==> src/hdl/hufc_pkg.sv <==
// constants, types and serial step functions of the host link
package hufc_pkg;
    // reference clock and supported bit rates
    localparam int unsigned CLK_HZ       = 32'h017D_7840;
    localparam int unsigned HZ_PER_MHZ   = 32'h000F_4240;
    localparam int unsigned BAUD_MIN_BPS = 32'h0000_927C;
    localparam int unsigned BAUD_MAX_BPS = 32'h003D_0900;
    // shortest bit rounds up, longest bit rounds down, in reference cycles
    localparam logic [15:0] BIT_CYC_MIN  = 16'((CLK_HZ + BAUD_MAX_BPS - 1) / BAUD_MAX_BPS);
    localparam logic [15:0] BIT_CYC_MAX  = 16'(CLK_HZ / BAUD_MIN_BPS);
    localparam int unsigned DATA_BITS    = 32'h0000_0008;
    // buffer depths and thresholds, in characters
    localparam int unsigned TX_FIFO_DEPTH = 32'h0000_0010;
    localparam int unsigned RX_FIFO_DEPTH = 32'h0000_0020;
    localparam int unsigned RX_THRESH     = RX_FIFO_DEPTH / 4;
    localparam int unsigned FLOW_SLACK    = 32'h0000_0010;
    // power-up: ready well inside the 100 ms limit
    localparam int unsigned READY_TIME_US = 32'h0000_03E8;
    localparam int unsigned READY_CYC     = READY_TIME_US * (CLK_HZ / HZ_PER_MHZ);
    // reset levels of the link lines
    localparam logic LINE_IDLE = 1'b1;
    localparam logic RTS_RESET = 1'b1;
    localparam logic CTS_RESET = 1'b1;

    typedef enum logic [2:0] {ph_idle, ph_start, ph_data, ph_par, ph_stop} hufc_phase_t;

    typedef struct packed {
        hufc_phase_t ph;
        logic [15:0] cnt;
        logic [2:0]  bit_ix;
        logic [7:0]  sh;
        logic        par;
        logic        line;
        logic        take;
    } hufc_tx_t;

    typedef struct packed {
        hufc_phase_t ph;
        logic [15:0] cnt;
        logic [2:0]  bit_ix;
        logic [7:0]  sh;
        logic        par;
        logic        done;
        logic [7:0]  data;
        logic        ferr;
        logic        perr;
    } hufc_rx_t;

    // clamp a bit length to the supported rates
    function automatic logic [15:0] bit_len(input logic [15:0] req);
        if (req < BIT_CYC_MIN) begin
            return BIT_CYC_MIN;
        end
        if (req > BIT_CYC_MAX) begin
            return BIT_CYC_MAX;
        end
        return req;
    endfunction

    // one cycle of the transmitter: start, data lsb first, parity, stop
    function automatic hufc_tx_t tx_step(input hufc_tx_t s, input logic go,
            input logic [7:0] d, input logic [15:0] bc, input logic pen, input logic podd);
        hufc_tx_t n;
        n      = s;
        n.take = 1'b0;
        if (s.ph != ph_idle) begin
            n.cnt = s.cnt - 16'h0001;
        end
        case (s.ph)
            ph_idle: begin
                n.line = LINE_IDLE;
                if (go) begin
                    n.ph   = ph_start;
                    n.line = 1'b0;
                    n.cnt  = bc - 16'h0001;
                    n.sh   = d;
                    n.par  = (^d) ^ podd;
                    n.take = 1'b1;
                end
            end
            ph_start: begin
                if (s.cnt == 16'h0000) begin
                    n.ph     = ph_data;
                    n.bit_ix = 3'h0;
                    n.line   = s.sh[0];
                    n.cnt    = bc - 16'h0001;
                end
            end
            ph_data: begin
                if (s.cnt == 16'h0000) begin
                    n.cnt = bc - 16'h0001;
                    if (s.bit_ix == 3'(DATA_BITS - 1)) begin
                        n.ph   = pen ? ph_par : ph_stop;
                        n.line = pen ? s.par : 1'b1;
                    end else begin
                        n.bit_ix = s.bit_ix + 3'h1;
                        n.sh     = {1'b0, s.sh[7:1]};
                        n.line   = s.sh[1];
                    end
                end
            end
            ph_par: begin
                if (s.cnt == 16'h0000) begin
                    n.ph   = ph_stop;
                    n.line = 1'b1;
                    n.cnt  = bc - 16'h0001;
                end
            end
            ph_stop: begin
                if (s.cnt == 16'h0000) begin
                    n.ph = ph_idle;
                end
            end
            default: begin
                n.ph   = ph_idle;
                n.line = LINE_IDLE;
            end
        endcase
        return n;
    endfunction

    // one receiver cycle: each bit sampled at its centre
    function automatic hufc_rx_t rx_step(input hufc_rx_t s, input logic line,
            input logic [15:0] bc, input logic pen, input logic podd);
        hufc_rx_t n;
        n      = s;
        n.done = 1'b0;
        if (s.ph != ph_idle) begin
            n.cnt = s.cnt - 16'h0001;
        end
        case (s.ph)
            ph_idle: begin
                if (!line) begin
                    n.ph  = ph_start;
                    n.cnt = {1'b0, bc[15:1]};
                end
            end
            ph_start: begin
                if (s.cnt == 16'h0000) begin
                    n.ph     = line ? ph_idle : ph_data;
                    n.cnt    = bc - 16'h0001;
                    n.bit_ix = 3'h0;
                end
            end
            ph_data: begin
                if (s.cnt == 16'h0000) begin
                    n.sh     = {line, s.sh[7:1]};
                    n.cnt    = bc - 16'h0001;
                    n.bit_ix = s.bit_ix + 3'h1;
                    if (s.bit_ix == 3'(DATA_BITS - 1)) begin
                        n.ph = pen ? ph_par : ph_stop;
                    end
                end
            end
            ph_par: begin
                if (s.cnt == 16'h0000) begin
                    n.par = line;
                    n.ph  = ph_stop;
                    n.cnt = bc - 16'h0001;
                end
            end
            ph_stop: begin
                if (s.cnt == 16'h0000) begin
                    n.ph   = ph_idle;
                    n.done = 1'b1;
                    n.data = s.sh;
                    n.ferr = !line;
                    n.perr = pen && (s.par != ((^s.sh) ^ podd));
                end
            end
            default: begin
                n.ph = ph_idle;
            end
        endcase
        return n;
    endfunction
endpackage

==> src/hdl/hufc_link_if.sv <==
// serial link lines between device and host
`timescale 1ns/1ps
`default_nettype none
interface hufc_link_if;
    logic host_link_transmit;
    logic host_link_receive;
    logic host_link_request_to_send;
    logic host_link_clear_to_send;

    // device end
    modport device (
        output host_link_transmit,
        output host_link_request_to_send,
        input  host_link_receive,
        input  host_link_clear_to_send
    );

    // host end
    modport host (
        input  host_link_transmit,
        input  host_link_request_to_send,
        output host_link_receive,
        output host_link_clear_to_send
    );
endinterface
`default_nettype wire

==> src/hdl/hufc_device.sv <==
// device end of the host link uart with its character fifo
`timescale 1ns/1ps
`default_nettype none

module hufc_fifo #(
    parameter int unsigned WIDTH = 8,
    parameter int unsigned DEPTH = 16
) (
    input  wire logic                       i_ref_clk,
    input  wire logic                       i_rst,
    input  wire logic                       i_in_valid,
    output logic                            o_in_ready,
    input  wire logic [WIDTH-1:0]           i_in_data,
    output logic                            o_out_valid,
    input  wire logic                       i_out_ready,
    output logic [WIDTH-1:0]                o_out_data,
    output logic [$clog2(DEPTH+2)-1:0]      o_level
);
    localparam int unsigned AW = $clog2(DEPTH);
    localparam int unsigned LW = $clog2(DEPTH + 2);

    typedef struct packed {
        logic [AW-1:0]    wr;
        logic [AW-1:0]    rd;
        logic [AW:0]      cnt;
        logic             in_ready;
        logic             out_valid;
        logic [WIDTH-1:0] out_data;
    } hufc_fifo_st_t;

    logic [WIDTH-1:0] mem [DEPTH];
    hufc_fifo_st_t    s;
    hufc_fifo_st_t    next_s;
    logic             push;
    logic             load;

    // output register refills when empty or taken
    always_comb begin
        push   = i_in_valid && s.in_ready;
        load   = (s.cnt != '0) && (!s.out_valid || i_out_ready);
        next_s = s;
        if (push) begin
            next_s.wr = s.wr + AW'(1);
        end
        if (load) begin
            next_s.out_data  = mem[s.rd];
            next_s.out_valid = 1'b1;
            next_s.rd        = s.rd + AW'(1);
        end else if (s.out_valid && i_out_ready) begin
            next_s.out_valid = 1'b0;
        end
        next_s.cnt      = s.cnt + (AW+1)'(push) - (AW+1)'(load);
        // the output register is a slot too, so depth is exact
        next_s.in_ready = (next_s.cnt + (AW+1)'(next_s.out_valid)) < (AW+1)'(DEPTH);
        if (i_rst) begin
            next_s          = '0;
            next_s.in_ready = 1'b1;
        end
    end

    always_ff @(posedge i_ref_clk) begin
        s <= next_s;
    end

    // storage has no reset; the pointers guard it
    always_ff @(posedge i_ref_clk) begin
        if (push) begin
            mem[s.wr] <= i_in_data;
        end
    end

    assign o_in_ready  = s.in_ready;
    assign o_out_valid = s.out_valid;
    assign o_out_data  = s.out_data;
    assign o_level     = LW'(s.cnt) + LW'(s.out_valid);
endmodule

module hufc_device #(
    parameter int unsigned P_READY_CYCLES = hufc_pkg::READY_CYC
) (
    input  wire logic        i_ref_clk,
    input  wire logic        i_rst,
    hufc_link_if.device      link,
    input  wire logic [15:0] i_bit_cycles,
    input  wire logic        i_parity_en,
    input  wire logic        i_parity_odd,
    input  wire logic        i_tx_valid,
    output logic             o_tx_ready,
    input  wire logic [7:0]  i_tx_data,
    output logic             o_rx_valid,
    input  wire logic        i_rx_ready,
    output logic [7:0]       o_rx_data,
    output logic             o_frame_err,
    output logic             o_parity_err,
    output logic             o_rx_overrun,
    output logic             o_ready
);
    localparam int unsigned RLW = $clog2(hufc_pkg::RX_FIFO_DEPTH + 2);

    typedef struct packed {
        logic [21:0]        pwr;
        logic               ready;
        logic               rts;
        logic               cts1;
        logic               cts2;
        logic               rx1;
        logic               rx2;
        hufc_pkg::hufc_tx_t tx;
        hufc_pkg::hufc_rx_t rx;
        logic               ferr;
        logic               perr;
        logic               ovr;
    } hufc_dev_st_t;

    hufc_dev_st_t     s;
    hufc_dev_st_t     next_s;
    logic [15:0]      bc;
    logic             go;
    logic             txf_valid;
    logic [7:0]       txf_data;
    logic             rxf_ready;
    logic [RLW-1:0]   rxf_level;

    // user characters wait here for the link
    hufc_fifo #(
        .WIDTH (hufc_pkg::DATA_BITS),
        .DEPTH (hufc_pkg::TX_FIFO_DEPTH)
    ) u_tx_fifo (
        .i_ref_clk   (i_ref_clk),
        .i_rst       (i_rst),
        .i_in_valid  (i_tx_valid),
        .o_in_ready  (o_tx_ready),
        .i_in_data   (i_tx_data),
        .o_out_valid (txf_valid),
        .i_out_ready (go),
        .o_out_data  (txf_data),
        .o_level     ()
    );

    // received chars; holds the threshold plus the host's slack
    hufc_fifo #(
        .WIDTH (hufc_pkg::DATA_BITS),
        .DEPTH (hufc_pkg::RX_FIFO_DEPTH)
    ) u_rx_fifo (
        .i_ref_clk   (i_ref_clk),
        .i_rst       (i_rst),
        .i_in_valid  (s.rx.done),
        .o_in_ready  (rxf_ready),
        .i_in_data   (s.rx.data),
        .o_out_valid (o_rx_valid),
        .i_out_ready (i_rx_ready),
        .o_out_data  (o_rx_data),
        .o_level     (rxf_level)
    );

    // whole device state advances in one step
    always_comb begin
        bc     = hufc_pkg::bit_len(i_bit_cycles);
        next_s = s;
        // pins pass two flops
        next_s.cts1 = link.host_link_clear_to_send;
        next_s.cts2 = s.cts1;
        next_s.rx1  = link.host_link_receive;
        next_s.rx2  = s.rx1;
        // count to ready
        if (!s.ready) begin
            next_s.pwr = s.pwr + 22'h00_0001;
        end
        next_s.ready = s.ready || (s.pwr == 22'(P_READY_CYCLES));
        // new chars start only on low cts: one in flight may finish
        go = s.ready && txf_valid && !s.cts2 && (s.tx.ph == hufc_pkg::ph_idle);
        next_s.tx = hufc_pkg::tx_step(s.tx, go, txf_data, bc, i_parity_en,
                                      i_parity_odd);
        next_s.rx = hufc_pkg::rx_step(s.rx, s.rx2, bc, i_parity_en,
                                      i_parity_odd);
        // frame and parity flags pulse beside their character; overrun pulses one cycle later
        next_s.ferr = next_s.rx.done && next_s.rx.ferr;
        next_s.perr = next_s.rx.done && next_s.rx.perr;
        next_s.ovr  = s.rx.done && !rxf_ready;
        // throttle at a quarter full, leaving 24 slots of slack
        next_s.rts = !next_s.ready || (rxf_level >= RLW'(hufc_pkg::RX_THRESH));
        if (i_rst) begin
            next_s         = '0;
            next_s.rts     = hufc_pkg::RTS_RESET;
            next_s.cts1    = hufc_pkg::CTS_RESET;
            next_s.cts2    = hufc_pkg::CTS_RESET;
            next_s.rx1     = hufc_pkg::LINE_IDLE;
            next_s.rx2     = hufc_pkg::LINE_IDLE;
            next_s.tx.line = hufc_pkg::LINE_IDLE;
        end
    end

    always_ff @(posedge i_ref_clk) begin
        s <= next_s;
    end

    // every output below is a state flop
    assign link.host_link_transmit        = s.tx.line;
    assign link.host_link_request_to_send = s.rts;
    assign o_frame_err                    = s.ferr;
    assign o_parity_err                   = s.perr;
    assign o_rx_overrun                   = s.ovr;
    assign o_ready                        = s.ready;
endmodule
`default_nettype wire

==> src/flat_wrapper.sv <==
// flat-port wrapper written by rule: the top's interface ports become plain ports
module hufc_device_flat 
#(
    parameter int unsigned P_READY_CYCLES = hufc_pkg::READY_CYC
)
  (i_ref_clk, i_rst, i_bit_cycles, i_parity_en, i_parity_odd, i_tx_valid, o_tx_ready, i_tx_data, o_rx_valid, i_rx_ready, o_rx_data, o_frame_err, o_parity_err, o_rx_overrun, o_ready, link_host_link_transmit, link_host_link_request_to_send, link_host_link_receive, link_host_link_clear_to_send);
  hufc_link_if link_i ();
  input  wire logic i_ref_clk;
  input  wire logic i_rst;
  input  wire logic [15:0] i_bit_cycles;
  input  wire logic i_parity_en;
  input  wire logic i_parity_odd;
  input  wire logic i_tx_valid;
  output logic o_tx_ready;
  input  wire logic [7:0] i_tx_data;
  output logic o_rx_valid;
  input  wire logic i_rx_ready;
  output logic [7:0] o_rx_data;
  output logic o_frame_err;
  output logic o_parity_err;
  output logic o_rx_overrun;
  output logic o_ready;
  output wire logic [$bits(link_i.host_link_transmit)-1:0] link_host_link_transmit;
  output wire logic [$bits(link_i.host_link_request_to_send)-1:0] link_host_link_request_to_send;
  input wire logic [$bits(link_i.host_link_receive)-1:0] link_host_link_receive;
  input wire logic [$bits(link_i.host_link_clear_to_send)-1:0] link_host_link_clear_to_send;
  assign link_host_link_transmit = link_i.host_link_transmit;
  assign link_host_link_request_to_send = link_i.host_link_request_to_send;
  assign link_i.host_link_receive = link_host_link_receive;
  assign link_i.host_link_clear_to_send = link_host_link_clear_to_send;
  hufc_device #(.P_READY_CYCLES(P_READY_CYCLES)) u_core (.i_ref_clk(i_ref_clk), .i_rst(i_rst), .link(link_i), .i_bit_cycles(i_bit_cycles), .i_parity_en(i_parity_en), .i_parity_odd(i_parity_odd), .i_tx_valid(i_tx_valid), .o_tx_ready(o_tx_ready), .i_tx_data(i_tx_data), .o_rx_valid(o_rx_valid), .i_rx_ready(i_rx_ready), .o_rx_data(o_rx_data), .o_frame_err(o_frame_err), .o_parity_err(o_parity_err), .o_rx_overrun(o_rx_overrun), .o_ready(o_ready));
endmodule
==> config.mk <==
export PLATFORM = sky130hd
export DESIGN_NAME = hufc_device_flat
export DESIGN_NICKNAME = d
export VERILOG_FILES = /design/src/hdl/hufc_pkg.sv /design/src/hdl/hufc_link_if.sv /design/src/hdl/hufc_device.sv /design/src/flat_wrapper.sv
export SDC_FILE = /design/constraint.sdc
export NUM_CORES = 1
export LEC_CHECK = 0
export ABC_AREA = 1
export BUFFER_PORTS_ARGS = -buffer_cell sky130_fd_sc_hd__clkbuf_2
export CAP_MARGIN = 0
export CORE_ASPECT_RATIO = 0.5
export CORE_MARGIN = 4
export CORE_UTILIZATION = 52
export DETAILED_ROUTE_END_ITERATION = 7
export PLACE_DENSITY = 0.68
export SLEW_MARGIN = 20
export SYNTH_ARGS = -nofsm -noshare
export SYNTH_HDL_FRONTEND = slang
export SYNTH_SLANG_ARGS = --single-unit
==> constraint.sdc <==
create_clock -name i_ref_clk -period 4.1 [get_ports i_ref_clk]
set_input_delay 0.615 -clock i_ref_clk [delete_from_list [all_inputs] [get_ports i_ref_clk]]
set_output_delay 0.615 -clock i_ref_clk [all_outputs]
set_load 0.05 [all_outputs]
==> results.py, run 1 <==
metrics = {
    "sta": {
        "period_needed_ns": 3.21,
        "max_freq_mhz": 311,
        "hold_viol": 0,
        "timing.hold.ws_ns": 0.242,
        "finClkSkew_ns": 0.0183,
        "worst_pin_slew_ns": 1.10,
        "setup_violations": 0,
        "setup_tns_ns": 0,
        "drv_slew": 0,
        "slew_headroom_pct": 26.5,
        "rsz0062_at_grt": "no",
        "period_share_pct": 78.4,
    },
    "routing": {
        "ant_nets": 0,
        "vias": 16200,
        "drcViolationCount": 0,
        "routed_wl_mm": 52.0,
        "vias_per_cell": 5.59,
        "drt_iter0_markers": 1296,
        "wire_per_inst_um": 18.0,
        "firstDrtPassIters": 7,
    },
    "logic_synthesis": {
        "ys_types": 56,
        "synth_seq_cells": 536,
        "ys_top_cells_by_area": "edfxtp_1 50%, dfxtp_1 13%, nor2_1 5.8%",
        "syn_area_per_cell_um2": 10.3,
        "netlist_area_mm2": 0.0232,
        "netlist_instances": 2255,
        "seq_area_frac_synth_pct": 62.7,
        "synth_top_area_share_pct": 49.6,
        "syn-num-nets": 2329,
        "ys_warn_count": 0,
        "synth_top_area_cell": "edfxtp_1",
    },
    "global_routing": {
        "grt_pass1_wl_mm": 82.6,
        "overflow": 0,
        "grt_max_degree": 107,
        "grt.total_usage_pct": 21.5,
        "first_global_vias": 15400,
        "antenna_found_initial": 0,
    },
    "critical_path": {
        "crit_buf_inv": 4,
        "cp.arrival_ns": 3.63,
        "crit_chain": "nand2_1, nor2_2, inv_2, nor2_4, inv_2, a21oi_2, buf_4, ha_1, inv_1, ha_1, fa_1, a21oi_1, nor2_1, nor2_1, xor2_1, or2_2, nand3_1",
        "cp_slowest_stage_delay_ns": 0.51,
        "crit_fanout": 13,
        "crit_slowest_cell": "dfxtp_1",
        "cp-end-kind": "flop",
        "startpoint_type": "flop",
        "worstSetupPathType": "flop to flop",
        "cp.required_ns": 4.51,
        "crit_family": "simple AND/OR/NAND/NOR gates",
    },
    "finish": {
        "stdcell_area_mm2": 0.0255,
        "area_growth_pct": 9.62,
        "finalNonFillerCells": 2893,
        "fillers": 3685,
        "nets": 2339,
        "final_layout_size_suffix_gt1_share_pct": 10.4,
        "final_util_pct": 58.1,
        "num_antenna_cells": 0,
    },
    "die": {
        "fp-row-count": 54,
        "io_pins": 48,
        "core_mm2": 0.0438,
        "die_h_um": 157,
        "die_x_um": 307,
        "initial_utilization_pct": 53.0,
        "die-area_mm2": 0.0483,
    },
    "job": {
        "maxCapViolations": 0,
    },
    "clock_network": {
        "cts_max_path_buffers": 3,
        "root_buffer": "clkbuf_16",
        "clock-sinks": 536,
        "clock_latency_ns": 0.57,
        "numCtsBuffers": 48,
        "h-tree-depth": 2,
        "ctsResizeCount": 0,
        "clk_pin_slew_ns": 0.07,
        "holdBufCountCts": 0,
        "post_cts_buffers": 0,
        "cts_tree": "done",
    },
    "placement": {
        "gp_congestion": 0.890,
        "dp_hpwl_mm": 32.4,
        "dpl.cell_count": 2803,
        "port_buffers": 47,
        "placed_area_mm2": 0.0239,
    },
    "status": {
        "status": "finished clean",
    },
    "power": {
        "leakagePower_uw": 0.00917,
        "power_density_mw_per_mm2": 608,
        "ir_worst_vdd_uv": 426,
    },
    "worst_hold_path": {
        "holdCritPathClass": "input pin to flop",
    },
}
placed cells by master, fill, tap and decap left out, drive strengths merged, types with 4 or more instances in the layout:
| master | Yosys | final |
|---|---|---|
| nor4 | 4 | 4 |
| nand2 | 241 | 241 |
| o221ai | 28 | 28 |
| nand4 | 28 | 28 |
| nor2 | 384 | 384 |
| or2 | 15 | 15 |
| o21ai | 285 | 285 |
| xor2 | 32 | 32 |
| nor3 | 43 | 43 |
| dfxtp | 152 | 152 |
| o211ai | 8 | 8 |
| clkbuf | 72 | 114 |
| inv | 175 | 176 |
| ha | 40 | 40 |
| edfxtp | 384 | 384 |
| clkinv | 3 | 16 |
| xnor2 | 18 | 18 |
| buf | 36 | 22 |
| a31oi | 11 | 11 |
| o22ai | 77 | 77 |
| a211oi | 4 | 4 |
| nand3 | 97 | 97 |
| clkinvlp | 0 | 5 |
| a21oi | 91 | 91 |
cell type report:
type / instances / area [µm²] / area share, %
inverter: 178 / 673 / 2.64
sequential: 536 / 14600 / 57.3
clock inverter: 22 / 208 / 0.816
clock buffer: 68 / 1360 / 5.34
timing repair buffer: 68 / 408 / 1.60
multi-input combinational: 1433 / 7500 / 29.4
tap: 588 / 736 / 2.89
final timing paths:
check,startpoint,endpoint,slack [ns],cells after the start
max reg2reg,u_core.o_ready$_SDFF_PP0_,u_core.u_tx_fifo.o_in_ready$_SDFF_PP1_,0.89,17
max,u_core.o_ready$_SDFF_PP0_,u_core.u_tx_fifo.o_in_ready$_SDFF_PP1_,0.89,17
min,link_host_link_clear_to_send,u_core.s[81]$_SDFF_PP1_,0.24,2
min reg2reg,u_core.s[79]$_SDFF_PP1_,u_core.s[78]$_SDFF_PP1_,0.41,1
synthesized netlist by cell type (all sizes together):
cell type	instances
o21a	3
ha	40
edfxtp	384
a221oi	2
clkbuf	72
nand2	241
o21bai	1
a21oi	91
o211a	2
nor4	4
xnor2	18
a211oi	4
o22ai	77
or2	15
buf	36
dfxtp	152
and3	3
o21ai	285
a22oi	2
xor2	32
nor3b	1
o211ai	8
nand3b	3
a21o	1
nor3	43
a2111oi	3
a31oi	11
nor2	384
nand3	97
o221ai	28
clkinv	3
fa	2
o32ai	3
o2111ai	1
nand4	28
inv	175
per-stage QoR:
step | power (µW) | worst slack, ns
finish | 15500 | 0.885
CTS | 15600 | 0.841
global route | 16400 | 0.559
detailed placement | 11100 | 0.876
global placement | 11000 | 0.946
floorplan | 9880 | 0.888
metal layers:
| layer | vias up | global-route usage [%] | share of wire, % |
|---|---|---|---|
| met5 | - | 0 | 0 |
| met4 | 0 | 6.22 | 2.5 |
| met3 | 99 | 3.60 | 5.7 |
| met2 | 458 | 37.0 | 48 |
| met1 | 7691 | 28.4 | 44 |
| li1 | 7926 | - | - |
cells by family (layout without fill, tap and decap cells):
family | after synthesis | after routing | share of synthesized area [%]
flip-flops | 536 | 536 | 62.7
AND/OR/NAND/NOR | 819 | 819 | 15.4
buffers and inverters | 286 | 336 | 4.99
adder cells (fa/ha/maj) | 42 | 42 | 2.33
XOR/XNOR | 50 | 50 | 1.89
AO/OA/AOI/OAI | 522 | 522 | 12.6
registers in the layout (all words and copies together), names as in the netlist:
name	count
u_core.u_rx_fifo.mem	256
u_core.u_tx_fifo.mem	128
u_core.s	97
u_core.u_rx_fifo.s	16
u_core.u_tx_fifo.s	13
u_core.u_rx_fifo.o_out_data	8
u_core.u_tx_fifo.o_out_data	8
u_core.link.host_link_request_to_send	1
u_core.link.host_link_transmit	1
u_core.o_frame_err	1
u_core.o_parity_err	1
u_core.o_ready	1
u_core.o_rx_overrun	1
u_core.u_rx_fifo.o_in_ready	1
u_core.u_rx_fifo.o_out_valid	1
u_core.u_tx_fifo.o_in_ready	1
u_core.u_tx_fifo.o_out_valid	1
report_power, final:
part           internal (µW)  leakage (µW)  switching [µW]  total, µW
logic                   1490       0.00364            3110       4600
registers               6050       0.00477             323       6380
clock network           2520      0.000757            1980       4500
total                  10100       0.00917            5410      15500
Note: power is estimated with default switching activity, not from simulation.
==> run 2: changes to the inputs <==
- clock period: 4.1 -> 3.32 ns (I/O delays scaled with it)
==> results.py, run 2 (synthesis results as in run 1) <==
metrics = {
    "global_routing": {
        "grt_max_degree": 131,
        "use_met2_pct": 37.0,
        "grt.total_usage_pct": 21.5,
        "busiest_layer": "met2",
        "met3_usage_pct": 3.16,
        "antenna_found_initial": 0,
        "grt_pass1_wl_mm": 83.2,
        "overflow": 0,
        "met1_usage_pct": 29.3,
        "first_global_vias": 15300,
    },
    "routing": {
        "routed_wl_mm": 52.0,
        "firstDrtPassIters": 5,
        "drt_iter0_markers": 1461,
        "vias": 16100,
        "drcViolationCount": 0,
        "wire_per_inst_um": 18.0,
        "vias_per_cell": 5.57,
        "ant_nets": 0,
    },
    "sta": {
        "slew_headroom_pct": 43.2,
        "rsz0062_at_grt": "no",
        "max_freq_mhz": 338,
        "period_share_pct": 89.1,
        "period_needed_ns": 2.96,
        "drv_slew": 0,
        "hold_viol": 0,
        "timing.hold.ws_ns": 0.113,
        "setup_violations": 0,
        "worst_pin_slew_ns": 0.850,
        "finClkSkew_ns": 0.0280,
        "setup_tns_ns": 0,
    },
    "finish": {
        "largest_register_ffs": 256,
        "num_antenna_cells": 0,
        "multi_input_area_mm2": 0.00750,
        "regArea_mm2": 0.0146,
        "largest-register": "u_core.u_rx_fifo.mem",
        "final_layout_size_suffix_gt1_share_pct": 10.4,
        "area_growth_pct": 9.73,
        "final_cell_mix": "384 x edfxtp_1, 361 x nor2_1, 263 x o21ai_0",
        "top_regs": "u_core.u_rx_fifo.mem (256), u_core.u_tx_fifo.mem (128), u_core.s (97)",
        "nets": 2344,
        "layout_commonest_cell": "edfxtp_1",
        "fillers": 3591,
    },
    "power": {
        "leakagePower_uw": 0.00919,
        "ir_worst_vdd_uv": 511,
        "power_density_mw_per_mm2": 749,
    },
    "critical_path": {
        "reg2reg_from": "u_core.o_ready$_SDFF_PP0_",
        "cp-end-kind": "flop",
        "cp.arrival_ns": 3.45,
        "cp.required_ns": 3.82,
        "startpoint_type": "flop",
        "cp_slowest_stage_delay_ns": 0.51,
        "crit_path_start": "u_core.o_ready$_SDFF_PP0_",
        "crit_family": "simple AND/OR/NAND/NOR gates",
        "crit_slowest_cell": "dfxtp_1",
        "crit_fanout": 9,
        "crit_chain": "nand2_1, nor2_2, inv_2, nor2_4, inv_2, a21oi_2, ha_1, inv_1, ha_1, fa_1, inv_1, nor3_1, nand3_1, or2_2, nand3_1",
        "worstSetupPathType": "flop to flop",
        "crit_buf_inv": 4,
    },
    "worst_hold_path": {
        "hp-start": "link_host_link_receive",
        "holdCritPathClass": "input pin to flop",
    },
    "clock_network": {
        "h-tree-depth": 2,
        "root_buffer": "clkbuf_16",
        "holdBufCountCts": 0,
        "post_cts_buffers": 0,
        "clk_pin_slew_ns": 0.07,
        "numCtsBuffers": 47,
        "cts_tree": "done",
        "clock-sinks": 536,
        "clock_latency_ns": 0.58,
        "cts_max_path_buffers": 3,
        "ctsResizeCount": 0,
    },
    "status": {
        "status": "finished clean",
    },
    "die": {
        "die-area_mm2": 0.0483,
        "initial_utilization_pct": 53.0,
        "io_pins": 48,
        "die_h_um": 157,
        "fp-row-count": 54,
        "die_x_um": 307,
        "core_mm2": 0.0438,
    },
    "placement": {
        "gp_congestion": 0.896,
        "port_buffers": 47,
        "dp_hpwl_mm": 32.7,
    },
    "job": {
        "maxCapViolations": 0,
    },
}
## run 2: cell types whose count changed in the layout (fill, tap and decap cells not counted), sizes merged
cell	change
clkinv	+6
clkinvlp	-3
bufinv	+2
clkbuf	-7
buf	+6
inv	-1
## run 2: cell type report
type,count,area share (%)
tap,588,2.89
inverter,178,2.64
timing repair buffer,74,1.88
sequential,536,57.2
clock inverter,26,1.04
clock buffer,61,4.94
multi-input combinational,1433,29.4
## run 2: through the flow
step	std cells	total power [µW]	setup slack, ns	utilization [%]	cell area [µm²]
after floorplan	2255	12200	0.108	-	23200
after global placement	2809	13700	0.533	54.7	24000
after detailed placement	2809	13700	0.444	54.7	24000
after CTS	2896	19200	0.413	58.1	25500
after global routing	2896	20200	0.109	58.1	25500
final	2896	19100	0.363	58.1	25500
## run 2: power by group
part,internal [µW],switching [µW],total (µW)
clock network,3080,2430,5510
logic,1880,3940,5820
registers,7470,290,7760
total,12400,6660,19100
## run 2: metal layers
metal	share of wire (%)	routed length, µm
met4	2.0	1020
met2	48	25200
met1	44	22800
met3	5.8	3000
met5	0	0
## run 2: worst paths after layout
kind	end	slack, ns	cells after the start
max	u_core.u_tx_fifo.o_in_ready$_SDFF_PP1_	0.36	15
min	u_core.s[79]$_SDFF_PP1_	0.11	2
max reg2reg	u_core.u_tx_fifo.o_in_ready$_SDFF_PP1_	0.36	15
min reg2reg	u_core.o_rx_overrun$_SDFF_PP0_	0.42	1
